File: src/core/wpu_pkg.sv
// watchpoint unit constants, register map and carrier types
// assumes one 250 MHz clock and an AXI4-Lite master for the registers
// Function
// on a vector catch, halt at the first handler instruction
// vector catch halts before any instruction after the faulting one
// exception entry sets the matching debug fault status bits to 1
// every comparator watchpoint event halts the core into debug state
// a read-only field reports how many comparator sets exist
// 4-bit action code: off, fetch, read, write, read or write
// mask size clears that many low address bits before compare
// mask size clamps at an implementation maximum below 2GB range
// fetch matches only on the first halfword of an instruction
// debugger programs halfword aligned, already masked fetch references
// fetch action matches masked fetch address against the reference
// reference bit 0 ignored for halfwords, bits 1:0 for words
// data action matches masked data address in a permitted direction
// watchpoint halt is imprecise; resume lies after the culprit
// pc sample is read-only word access; writes are ignored
// pc sample reads all ones if halted, not permitted or unknown
// without pc sampling the register reads zero and ignores writes
// only executed instructions in the sequential stream are sampled
// with the global enable clear, pc sample reads may be anything
// debugger must use the halted status bit, not all ones
// vector catch needs halting debug, a catch enable and the exception
// bit 24 of exception control globally enables the watch unit
// power-on reset clears every action code, disabling comparators
// sticky matched flag per comparator, cleared by reading its action
// gated OR of matches drives a one-cycle halt request
// local reset clears the global enable, keeps both catch enables
package wpu_pkg;
	localparam int NUM_COMP = 4;
	localparam int CIDX_W = 2;
	localparam int AW = 12;
	localparam logic [4:0] MASK_MAX = 5'h10;
	localparam bit PC_SAMPLE_IMPL = 1'h1;
	localparam logic [31:0] ALL_ONES = 32'hFFFFFFFF;
	// byte offsets
	localparam logic [AW-1:0] OFF_CTRL = 12'h000;
	localparam logic [AW-1:0] OFF_PCSR = 12'h01C;
	localparam logic [AW-1:0] OFF_COMP_BASE = 12'h020;
	localparam logic [AW-1:0] OFF_COMP_END = 12'h060;
	localparam logic [AW-1:0] OFF_EXC_CTRL = 12'h100;
	localparam logic [AW-1:0] OFF_FAULT = 12'h104;
	localparam logic [AW-1:0] OFF_HALT_CTRL = 12'h108;
	// word within one comparator set
	localparam logic [1:0] REG_REF = 2'h0;
	localparam logic [1:0] REG_MASK = 2'h1;
	localparam logic [1:0] REG_FUNC = 2'h2;
	// field positions
	localparam int CNT_LSB = 28;
	localparam int BIT_MATCHED = 24;
	localparam int BIT_GEN = 24;
	localparam int BIT_HF_CATCH = 10;
	localparam int BIT_RST_CATCH = 0;
	localparam int BIT_FLT_WATCH = 2;
	localparam int BIT_FLT_VCATCH = 3;
	localparam int BIT_DBG_EN = 0;
	localparam int BIT_HALTED = 17;
	// action codes
	localparam logic [3:0] FN_OFF = 4'h0;
	localparam logic [3:0] FN_IADDR = 4'h4;
	localparam logic [3:0] FN_READ = 4'h5;
	localparam logic [3:0] FN_WRITE = 4'h6;
	localparam logic [3:0] FN_RDWR = 4'h7;
	// data access sizes
	localparam logic [1:0] SZ_BYTE = 2'h0;
	localparam logic [1:0] SZ_HALF = 2'h1;
	localparam logic [1:0] SZ_WORD = 2'h2;
	// bus answers
	localparam logic [1:0] RESP_OKAY = 2'h0;
	localparam logic [1:0] RESP_SLVERR = 2'h2;

	typedef struct packed {
		logic valid;
		logic [31:0] addr;
		logic first_half;
	} wpu_fetch_s;

	typedef struct packed {
		logic valid;
		logic [31:0] addr;
		logic [1:0] size;
		logic write;
	} wpu_data_s;

	typedef struct packed {
		logic valid;
		logic [31:0] addr;
	} wpu_exec_s;

	typedef struct packed {
		logic entry;
		logic hardfault;
	} wpu_exc_s;
endpackage

File: src/core/wpu_top.sv
// watchpoint unit: comparators, vector catch, pc sampling and registers
// assumes core signals synchronous to i_clk and an AXI4-Lite master
`timescale 1ns/1ps
module wpu_top (
	// clock and reset
	input wire logic i_clk,
	input wire logic i_rstn,
	// core address paths and exception entry
	input wire wpu_pkg::wpu_fetch_s i_fetch,
	input wire wpu_pkg::wpu_data_s i_data,
	input wire wpu_pkg::wpu_exec_s i_exec,
	input wire wpu_pkg::wpu_exc_s i_exc,
	// core state
	input wire logic i_halted,
	input wire logic i_nid_ok,
	input wire logic i_local_rst,
	// halt requests
	output logic o_wp_halt,
	output logic o_vc_halt,
	// write address channel
	input wire logic i_awvalid,
	input wire logic [wpu_pkg::AW-1:0] i_awaddr,
	output logic o_awready,
	// write data channel
	input wire logic i_wvalid,
	input wire logic [31:0] i_wdata,
	input wire logic [3:0] i_wstrb,
	output logic o_wready,
	// write response channel
	output logic o_bvalid,
	output logic [1:0] o_bresp,
	input wire logic i_bready,
	// read address channel
	input wire logic i_arvalid,
	input wire logic [wpu_pkg::AW-1:0] i_araddr,
	output logic o_arready,
	// read data channel
	output logic o_rvalid,
	output logic [31:0] o_rdata,
	output logic [1:0] o_rresp,
	input wire logic i_rready
);
	import wpu_pkg::*;

	typedef struct packed {
		logic [NUM_COMP-1:0][31:0] cref;
		logic [NUM_COMP-1:0][4:0] cmask;
		logic [NUM_COMP-1:0][3:0] cfunc;
		logic [NUM_COMP-1:0] matched;
		logic gen;
		logic hf_catch;
		logic rst_catch;
		logic dbg_en;
		logic flt_watch;
		logic flt_vc;
		logic [31:0] pc;
		logic pc_ok;
		logic vc_pend;
		logic wp_halt;
		logic vc_halt;
		logic awready;
		logic wready;
		logic aw_got;
		logic w_got;
		logic [AW-1:0] awaddr;
		logic [31:0] wdata;
		logic [3:0] wstrb;
		logic bvalid;
		logic [1:0] bresp;
		logic arready;
		logic rvalid;
		logic [31:0] rdata;
		logic [1:0] rresp;
	} wpu_state_s;

	wpu_state_s s_q;
	wpu_state_s s_d;
	logic [NUM_COMP-1:0] hit;

	////////////////////////////////////////////////////////////////////////
	// comparator sets

	for (genvar g = 0; g < NUM_COMP; g++) begin : g_cmp
		wpu_comparator u_cmp (
			.i_ref(s_q.cref[g]),
			.i_mask(s_q.cmask[g]),
			.i_func(s_q.cfunc[g]),
			.i_fetch(i_fetch),
			.i_data(i_data),
			.o_match(hit[g])
		);
	end

	////////////////////////////////////////////////////////////////////////
	// helpers

	// byte-lane merge of a write into the current register word
	function automatic logic [31:0] merge(input logic [31:0] old,
		input logic [31:0] nw, input logic [3:0] strb);
		logic [31:0] res;
		res = old;
		for (int b = 0; b < 4; b++) begin
			if (strb[b]) begin
				res[b*8 +: 8] = nw[b*8 +: 8];
			end
		end
		return res;
	endfunction

	// larger sizes settle at the maximum so software can probe it
	function automatic logic [4:0] clamp_mask(input logic [4:0] m);
		logic [4:0] res;
		res = m;
		if (m > MASK_MAX) begin
			res = MASK_MAX;
		end
		return res;
	endfunction

	// {in comparator range, word within set, comparator index}
	function automatic logic [CIDX_W+2:0] comp_dec(input logic [AW-1:0] a);
		logic [AW-1:0] off;
		logic inr;
		off = a - OFF_COMP_BASE;
		inr = (a >= OFF_COMP_BASE) && (a < OFF_COMP_END);
		return {inr, off[3:2], off[CIDX_W+3:4]};
	endfunction

	function automatic logic [31:0] exc_word(input wpu_state_s s);
		logic [31:0] w;
		w = 32'h0;
		w[BIT_GEN] = s.gen;
		w[BIT_HF_CATCH] = s.hf_catch;
		w[BIT_RST_CATCH] = s.rst_catch;
		return w;
	endfunction

	function automatic logic [31:0] pc_word(input wpu_state_s s,
		input logic halted, input logic nid);
		logic [31:0] w;
		w = 32'h0;
		if (!PC_SAMPLE_IMPL) begin
			w = 32'h0;
		end else if (halted || !nid || !s.pc_ok) begin
			w = ALL_ONES;
		end else begin
			// bit 0 never carries state here
			w = {s.pc[31:1], 1'h0};
		end
		return w;
	endfunction

	// returns {answer, data} for a word-aligned read address
	function automatic logic [33:0] read_word(input wpu_state_s s,
		input logic [AW-1:0] a, input logic halted, input logic nid);
		logic [CIDX_W+2:0] dec;
		logic [CIDX_W-1:0] idx;
		logic [31:0] d;
		logic [1:0] r;
		dec = comp_dec(a);
		idx = dec[CIDX_W-1:0];
		d = 32'h0;
		r = RESP_OKAY;
		if (a == OFF_CTRL) begin
			d[CNT_LSB +: 4] = 4'(NUM_COMP);
		end else if (a == OFF_PCSR) begin
			// no gating by the global enable: any value is allowed then
			d = pc_word(s, halted, nid);
		end else if (dec[CIDX_W+2]) begin
			case (dec[CIDX_W+1:CIDX_W])
				REG_REF: d = s.cref[idx];
				REG_MASK: d[4:0] = s.cmask[idx];
				REG_FUNC: begin
					d[3:0] = s.cfunc[idx];
					d[BIT_MATCHED] = s.matched[idx];
				end
				default: r = RESP_SLVERR;
			endcase
		end else if (a == OFF_EXC_CTRL) begin
			d = exc_word(s);
		end else if (a == OFF_FAULT) begin
			d[BIT_FLT_WATCH] = s.flt_watch;
			d[BIT_FLT_VCATCH] = s.flt_vc;
		end else if (a == OFF_HALT_CTRL) begin
			d[BIT_DBG_EN] = s.dbg_en;
			d[BIT_HALTED] = halted;
		end else begin
			r = RESP_SLVERR;
		end
		return {r, d};
	endfunction

	////////////////////////////////////////////////////////////////////////
	// next state

	always_comb begin
		logic [AW-1:0] wa;
		logic [AW-1:0] ra;
		logic [CIDX_W+2:0] wdec;
		logic [CIDX_W+2:0] rdec;
		logic [CIDX_W-1:0] wi;
		logic [31:0] w;
		logic [33:0] rd;
		logic wp_ev;
		logic hf_ev;
		wa = {s_q.awaddr[AW-1:2], 2'h0};
		ra = {i_araddr[AW-1:2], 2'h0};
		wdec = comp_dec(wa);
		rdec = comp_dec(ra);
		wi = wdec[CIDX_W-1:0];
		w = 32'h0;
		rd = 34'h0;
		wp_ev = 1'h0;
		hf_ev = 1'h0;
		s_d = s_q;

		// write channel capture, address and data in either order
		if (i_awvalid && s_q.awready) begin
			s_d.aw_got = 1'h1;
			s_d.awaddr = i_awaddr;
		end
		if (i_wvalid && s_q.wready) begin
			s_d.w_got = 1'h1;
			s_d.wdata = i_wdata;
			s_d.wstrb = i_wstrb;
		end
		if (s_q.bvalid && i_bready) begin
			s_d.bvalid = 1'h0;
		end

		// register write once both halves are held
		if (s_q.aw_got && s_q.w_got && !s_q.bvalid) begin
			s_d.aw_got = 1'h0;
			s_d.w_got = 1'h0;
			s_d.bvalid = 1'h1;
			s_d.bresp = RESP_OKAY;
			if (wdec[CIDX_W+2]) begin
				case (wdec[CIDX_W+1:CIDX_W])
					REG_REF: begin
						s_d.cref[wi] = merge(s_q.cref[wi], s_q.wdata,
							s_q.wstrb);
					end
					REG_MASK: begin
						w = merge({27'h0, s_q.cmask[wi]}, s_q.wdata,
							s_q.wstrb);
						s_d.cmask[wi] = clamp_mask(w[4:0]);
					end
					REG_FUNC: begin
						w = merge({28'h0, s_q.cfunc[wi]}, s_q.wdata,
							s_q.wstrb);
						s_d.cfunc[wi] = w[3:0];
					end
					default: s_d.bresp = RESP_SLVERR;
				endcase
			end else if (wa == OFF_EXC_CTRL) begin
				w = merge(exc_word(s_q), s_q.wdata, s_q.wstrb);
				s_d.gen = w[BIT_GEN];
				s_d.hf_catch = w[BIT_HF_CATCH];
				s_d.rst_catch = w[BIT_RST_CATCH];
			end else if (wa == OFF_FAULT) begin
				// write one to clear; new events below still win
				w = merge(32'h0, s_q.wdata, s_q.wstrb);
				if (w[BIT_FLT_WATCH]) begin
					s_d.flt_watch = 1'h0;
				end
				if (w[BIT_FLT_VCATCH]) begin
					s_d.flt_vc = 1'h0;
				end
			end else if (wa == OFF_HALT_CTRL) begin
				w = merge({31'h0, s_q.dbg_en}, s_q.wdata, s_q.wstrb);
				s_d.dbg_en = w[BIT_DBG_EN];
			end else if (wa == OFF_CTRL || wa == OFF_PCSR) begin
				// read-only words take the write and keep their value
				s_d.bresp = RESP_OKAY;
			end else begin
				s_d.bresp = RESP_SLVERR;
			end
		end

		// read: data is sampled at the address handshake
		if (s_q.rvalid && i_rready) begin
			s_d.rvalid = 1'h0;
		end
		if (i_arvalid && s_q.arready) begin
			rd = read_word(s_q, ra, i_halted, i_nid_ok);
			s_d.rvalid = 1'h1;
			s_d.rresp = rd[33:32];
			s_d.rdata = rd[31:0];
			if (rdec[CIDX_W+2] && rdec[CIDX_W+1:CIDX_W] == REG_FUNC) begin
				s_d.matched[rdec[CIDX_W-1:0]] = 1'h0;
			end
		end

		// pc sampling takes retired instructions only, never
		// fetched ones; condition-failed retirements count too
		if (i_exec.valid && !i_halted) begin
			s_d.pc = i_exec.addr;
			s_d.pc_ok = 1'h1;
		end

		// watchpoints; flags are set after the clears so a match in
		// the cycle of the read-clear survives
		wp_ev = (|hit) && s_q.gen && !i_halted;
		s_d.matched = s_d.matched | (hit & {NUM_COMP{s_q.gen}});
		// a held match raises a pulse every other cycle, never two in a row
		s_d.wp_halt = wp_ev && !s_q.wp_halt;
		if (wp_ev) begin
			// the core completes the access first, so it resumes
			// after the instruction that caused the event
			s_d.flt_watch = 1'h1;
		end

		// vector catch
		hf_ev = i_exc.entry && i_exc.hardfault && s_q.dbg_en &&
			s_q.hf_catch;
		s_d.vc_halt = 1'h0;
		if (hf_ev) begin
			// raised at entry, ahead of the first handler instruction
			s_d.vc_halt = 1'h1;
			s_d.flt_vc = 1'h1;
		end
		if (i_local_rst && s_q.dbg_en && s_q.rst_catch) begin
			s_d.vc_pend = 1'h1;
		end
		if (s_q.vc_pend && !i_local_rst) begin
			// reset released: halt before the reset handler runs
			s_d.vc_pend = 1'h0;
			s_d.vc_halt = 1'h1;
			s_d.flt_vc = 1'h1;
		end

		// local reset drops the global enable, pc sample and watch halt; catch enables stay
		if (i_local_rst) begin
			s_d.gen = 1'h0;
			s_d.pc_ok = 1'h0;
			s_d.wp_halt = 1'h0;
		end

		// one write and one read in flight at most
		s_d.awready = !s_d.aw_got && !s_d.bvalid;
		s_d.wready = !s_d.w_got && !s_d.bvalid;
		s_d.arready = !s_d.rvalid;
	end

	////////////////////////////////////////////////////////////////////////
	// state register

	// power-on reset clears every action code and so every comparator
	always_ff @(posedge i_clk or negedge i_rstn) begin
		if (!i_rstn) begin
			s_q <= '0;
		end else begin
			s_q <= s_d;
		end
	end

	////////////////////////////////////////////////////////////////////////
	// outputs

	assign o_wp_halt = s_q.wp_halt;
	assign o_vc_halt = s_q.vc_halt;
	assign o_awready = s_q.awready;
	assign o_wready = s_q.wready;
	assign o_bvalid = s_q.bvalid;
	assign o_bresp = s_q.bresp;
	assign o_arready = s_q.arready;
	assign o_rvalid = s_q.rvalid;
	assign o_rdata = s_q.rdata;
	assign o_rresp = s_q.rresp;
endmodule

File: src/core/wpu_comparator.sv
// one address comparator set: masked fetch or data address match
// assumes its settings come from registers and addresses are one-cycle
`timescale 1ns/1ps
module wpu_comparator (
	// settings
	input wire logic [31:0] i_ref,
	input wire logic [4:0] i_mask,
	input wire logic [3:0] i_func,
	// address paths
	input wire wpu_pkg::wpu_fetch_s i_fetch,
	input wire wpu_pkg::wpu_data_s i_data,
	// result
	output logic o_match
);
	import wpu_pkg::*;

	logic [31:0] keep;
	logic [31:0] dref;
	logic dir_ok;

	always_comb begin
		keep = ALL_ONES << i_mask;
		dref = i_ref;
		if (i_data.size == SZ_HALF) begin
			dref[0] = 1'h0;
		end else if (i_data.size == SZ_WORD) begin
			dref[1:0] = 2'h0;
		end
		case (i_func)
			FN_READ: dir_ok = !i_data.write;
			FN_WRITE: dir_ok = i_data.write;
			FN_RDWR: dir_ok = 1'h1;
			default: dir_ok = 1'h0;
		endcase
		// second halfword fetches never match, so a 32-bit
		// instruction is caught on its first halfword only
		if (i_func == FN_IADDR) begin
			o_match = i_fetch.valid && i_fetch.first_half &&
				((i_fetch.addr & keep) == i_ref);
		end else begin
			o_match = dir_ok && i_data.valid &&
				((i_data.addr & keep) == dref);
		end
	end
endmodule

File: config.mk
export PLATFORM = sky130hd
export DESIGN_NAME = wpu_top
export DESIGN_NICKNAME = d
export VERILOG_FILES = /design/src/core/wpu_pkg.sv /design/src/core/wpu_top.sv /design/src/core/wpu_comparator.sv
export SDC_FILE = /design/constraint.sdc
export NUM_CORES = 1
export LEC_CHECK = 0
export BUFFER_PORTS_ARGS = -buffer_cell sky130_fd_sc_hd__buf_2
export CORE_ASPECT_RATIO = 0.9
export CORE_MARGIN = 2
export CORE_UTILIZATION = 50
export DETAILED_ROUTE_END_ITERATION = 10
export GPL_TIMING_DRIVEN = 0
export PLACE_DENSITY = 0.7
export SLEW_MARGIN = 20
export SYNTH_ARGS = -nofsm -noshare
export SYNTH_HDL_FRONTEND = slang
export SYNTH_SLANG_ARGS = --single-unit
File: constraint.sdc
create_clock -name i_clk -period 2.55 [get_ports i_clk]
set_clock_uncertainty 0.05 [all_clocks]
set_input_delay 0.51 -clock i_clk [delete_from_list [all_inputs] [get_ports i_clk]]
set_output_delay 0.51 -clock i_clk [all_outputs]
set_load 0.03 [all_outputs]
==> flow_summary.ini <==
[place]
place_congestion = 1.133
placed_instances = 2853
dpl_cell_area_um2 = 21860
detailed_placer_s_ending_hpwl_um = 76750
count_of_buffers_inserted_at_the_top_level_ports = 206

[critical_path]
critical_path.cell_chain = a222oi_1 -> nand3_1 -> or4_4 -> nor4_4 -> a32oi_2 -> a41oi_2 -> nor3b_2
worst_ep_arrival_time_ps = 3330
critical_path.n_buffers_inverters = 0
critical_path_peak_fanout = 3
path_delay_family = simple AND/OR/NAND/NOR gates
setup_cp_type = reg2reg
worst_setup_path_startpoint = s_q[221]
critical_path.max_stage_delay_ps = 560
endpoint_kind = flip-flop
timing.critical_path.from_type = flip-flop
crit_required_ps = 2960
crit_path_top_delay_cell = or4_4
r2r_start = s_q[221]

[global_routing]
grt_antenna_before_repair = 4
globalRouteTotalUtil = 0.4697
largest_net_degree_at_the_start_of_global_routing = 100
number_of_global_route_vias_before_repair = 19570
grt_first_pass_wirelength_um = 139500
globalRouteOverflowTotal = 0

[timing]
pnr_worst_setup_slack_ps = -370.6
timing.final.crit_share = 1.145
worst_slew_margin_rel = 0.1517
final_period_minus_worst_setup_slack_ps = 2921
report.final.hold_viol_count = 0
setup_violations = 19
hold_ws_ps = 108.6
rsz0062_at_grt = yes
worst-slew-pin-transition_ps = 1263
fmax_ghz = 0.3424
slew_viol_final = 0

[hold_path]
timing.hold.worst.start = i_wvalid
min_path_type = in2reg

[cts]
htree_num_levels = 2
clock_transition_at_the_registers_of_the_reported_paths_ps = 60
num_cts_buffers = 34
root_buffer = clkbuf_16
clock_tree_from_tritoncts = yes
cts.sinks = 296
clkLatencyLatePin_ps = 560
cts-root-to-sink-buffers = 3

[logic_synthesis]
synth-warning-count = 0
sequential_element_share_of_the_synthesized_area = 0.3691
synth_ff_type = dfrtp_1
postSynthRegisterBits = 296
synth_enable_flop_cells = 0
synth_cell_type_count = 84
post_synth_instance_area_um2 = 20070
syn-mean-instance-area_um2 = 9.506
post_synthesis_cells = 2111
asyncSetResetFlopFracSynth = 1.000

[die]
core_um2 = 39540
row_count = 69
initial_utilization = 0.5075
top_level_ports = 218
floorplan.die.height_um = 194.1
die_width_um = 215.2
die_area_um2 = 41750

[routing]
wl_per_cell_um = 33.82
dr.first_iter.drc_count = 3131
wirelength_um = 99680
postRouteAntennaNets = 0
firstDrtPassIters = 7
drt_drc_violations_left = 0
num_vias = 20390
avgViaCountPerCell = 6.919

[layout]
layout-area-overhead-vs-synth_pct = 21.60
multi_input_comb_area_um2 = 12240
filler_cell_count = 3324
layout.area.seq_um2 = 7435
layout.nets = 2565
post_route_cells_drive_above_1_share = 0.3300
finalCoreUtilization = 0.6171
stdcell_area_um2 = 24400
finish.cell_count_without_fillers = 2947
diodes = 0

[power_and_ir_drop]
leak_uw = 0.01103
cellPowerDensity_nw_per_um2 = 715.6
ir_worst_vdd_v = 0.0007779
total_power_after_layout_uw = 17460

[status]
failed_checks = setup timing
run_status = finished, violations left

[flow_run]
drv_cap = 0
## stage by stage
step / setup WS (ps) / setup TNS, ps
CTS: -261.3 / -461.3
global route: -359.2 / -1166
finish: -370.6 / -1136
floorplan: 228.1 / 0
detailed placement: -1128 / -119890
global placement: -4481 / -1430010
## routing by layer
layer  GRT usage  vias to the layer above  wire length (um)
li1            -                     8246                 -
met1      0.6186                    10090             36560
met2      0.6587                     1673             40650
met3      0.1647                      382             14760
met4      0.2966                        2              7661
met5           0                        -                55
## final cells by class
| type | count | area share |
|---|---|---|
| repair buffers | 251 | 0.05897 |
| inverters | 56 | 0.008922 |
| multi-input cells | 1569 | 0.5017 |
| clock inverters | 7 | 0.003025 |
| well taps | 532 | 0.02728 |
| plain buffers | 182 | 0.05415 |
| flip-flops and latches | 296 | 0.3047 |
| clock buffers | 54 | 0.04128 |
## power by group
| part | switching [uW] | internal (uW) |
|---|---|---|
| registers | 1050 | 5410 |
| logic | 3740 | 2340 |
| clock network | 2100 | 2820 |
| total | 6890 | 10600 |
## cell usage in the layout (no fill, tap or decap), types with 53 or more instances in the layout
| master | netlist | routed |
|---|---|---|
| mux2_2 | 110 | 109 |
| o21ai_0 | 173 | 158 |
| dfrtp_1 | 296 | 274 |
| buf_4 | 50 | 100 |
| a21oi_1 | 150 | 139 |
| buf_2 | 47 | 234 |
| nand2_1 | 213 | 210 |
| xor2_1 | 139 | 139 |
| nor2_1 | 134 | 127 |
| mux4_2 | 83 | 83 |
| inv_1 | 55 | 53 |
| nand3_1 | 83 | 81 |
## path summary, 6_finish.rpt
check	to	slack [ps]	depth (start not counted)
min	o_wready	110	2
max	o_wp_halt	-370	7
min in group asynchronous	s_q[168]	340	2
min reg2reg	o_wp_halt	400	1
max reg2reg	o_wp_halt	-370	7
max in group asynchronous	s_q[101]	940	4
## cells in the mapped netlist, types with 5 or more instances
| library cell | number | area (um^2) |
|---|---|---|
| dfrtp_1 | 296 | 7407 |
| nand2_1 | 213 | 799.5 |
| o21ai_0 | 173 | 865.8 |
| a21oi_1 | 150 | 750.7 |
| xor2_1 | 139 | 1217 |
| nor2_1 | 134 | 503.0 |
| mux2_2 | 110 | 1239 |
| mux4_2 | 83 | 1869 |
| nand3_1 | 83 | 415.4 |
| clkbuf_1 | 58 | 217.7 |
| inv_1 | 55 | 206.5 |
| buf_4 | 50 | 375.4 |
| buf_2 | 47 | 235.2 |
| nand4_1 | 47 | 294.0 |
| mux2i_1 | 43 | 430.4 |
| xnor2_1 | 37 | 324.1 |
| o31ai_1 | 30 | 225.2 |
| nand2b_1 | 29 | 181.4 |
| buf_1 | 25 | 93.84 |
| nor3_1 | 22 | 110.1 |
| nor4_1 | 21 | 131.4 |
| nor2b_1 | 19 | 118.9 |
| a31oi_1 | 17 | 106.4 |
| and3_1 | 13 | 81.33 |
| o211ai_1 | 12 | 90.09 |
| o2111ai_1 | 11 | 96.34 |
| a211oi_1 | 10 | 75.07 |
| a21o_1 | 10 | 75.07 |
| buf_6 | 9 | 101.4 |
| o22ai_1 | 9 | 56.30 |
| a2111oi_0 | 8 | 70.07 |
| nor4b_1 | 7 | 61.31 |
| o211a_1 | 7 | 70.07 |
| a22oi_1 | 6 | 45.04 |
| o21ai_1 | 6 | 30.03 |
| o22a_1 | 6 | 52.55 |
| a21boi_0 | 5 | 37.54 |
| a41oi_1 | 5 | 43.79 |
| and4_1 | 5 | 43.79 |
| or4_1 | 5 | 37.54 |
## worst register-to-register path: cells and delay by family (launching register included)
kind	cells	cell delay [ps]
AO/OA/AOI/OAI	3	1050
flip-flops	1	500
AND/OR/NAND/NOR	4	1250
## sequential cells by signal (all words and copies together), names as in the netlist
signal / count
s_q: 255
o_wready: 1
o_vc_halt: 1
o_bvalid: 1
o_rdata: 32
o_wp_halt: 1
o_rvalid: 1
o_rresp: 1
o_arready: 1
o_awready: 1
o_bresp: 1
## cell families after synthesis
| logic type | share of synthesized area |
|---|---|
| adder cells (fa/ha/maj) | 0.0004988 |
| AND/OR/NAND/NOR | 0.1506 |
| multiplexers | 0.1763 |
| AO/OA/AOI/OAI | 0.1644 |
| other | 0.0001869 |
| flip-flops | 0.3691 |
| buffers and inverters | 0.06198 |
| XOR/XNOR | 0.07682 |
## repair_timing
item	in CTS	in global routing
hold buffers	1	0
pin swaps	15	41
endpoints found under the hold margin	19	0
buffers inserted	7	32
resized for setup	184	176
cloned	0	2
setup endpoints to repair	180	185
Note: power is estimated with default switching activity, not from simulation.
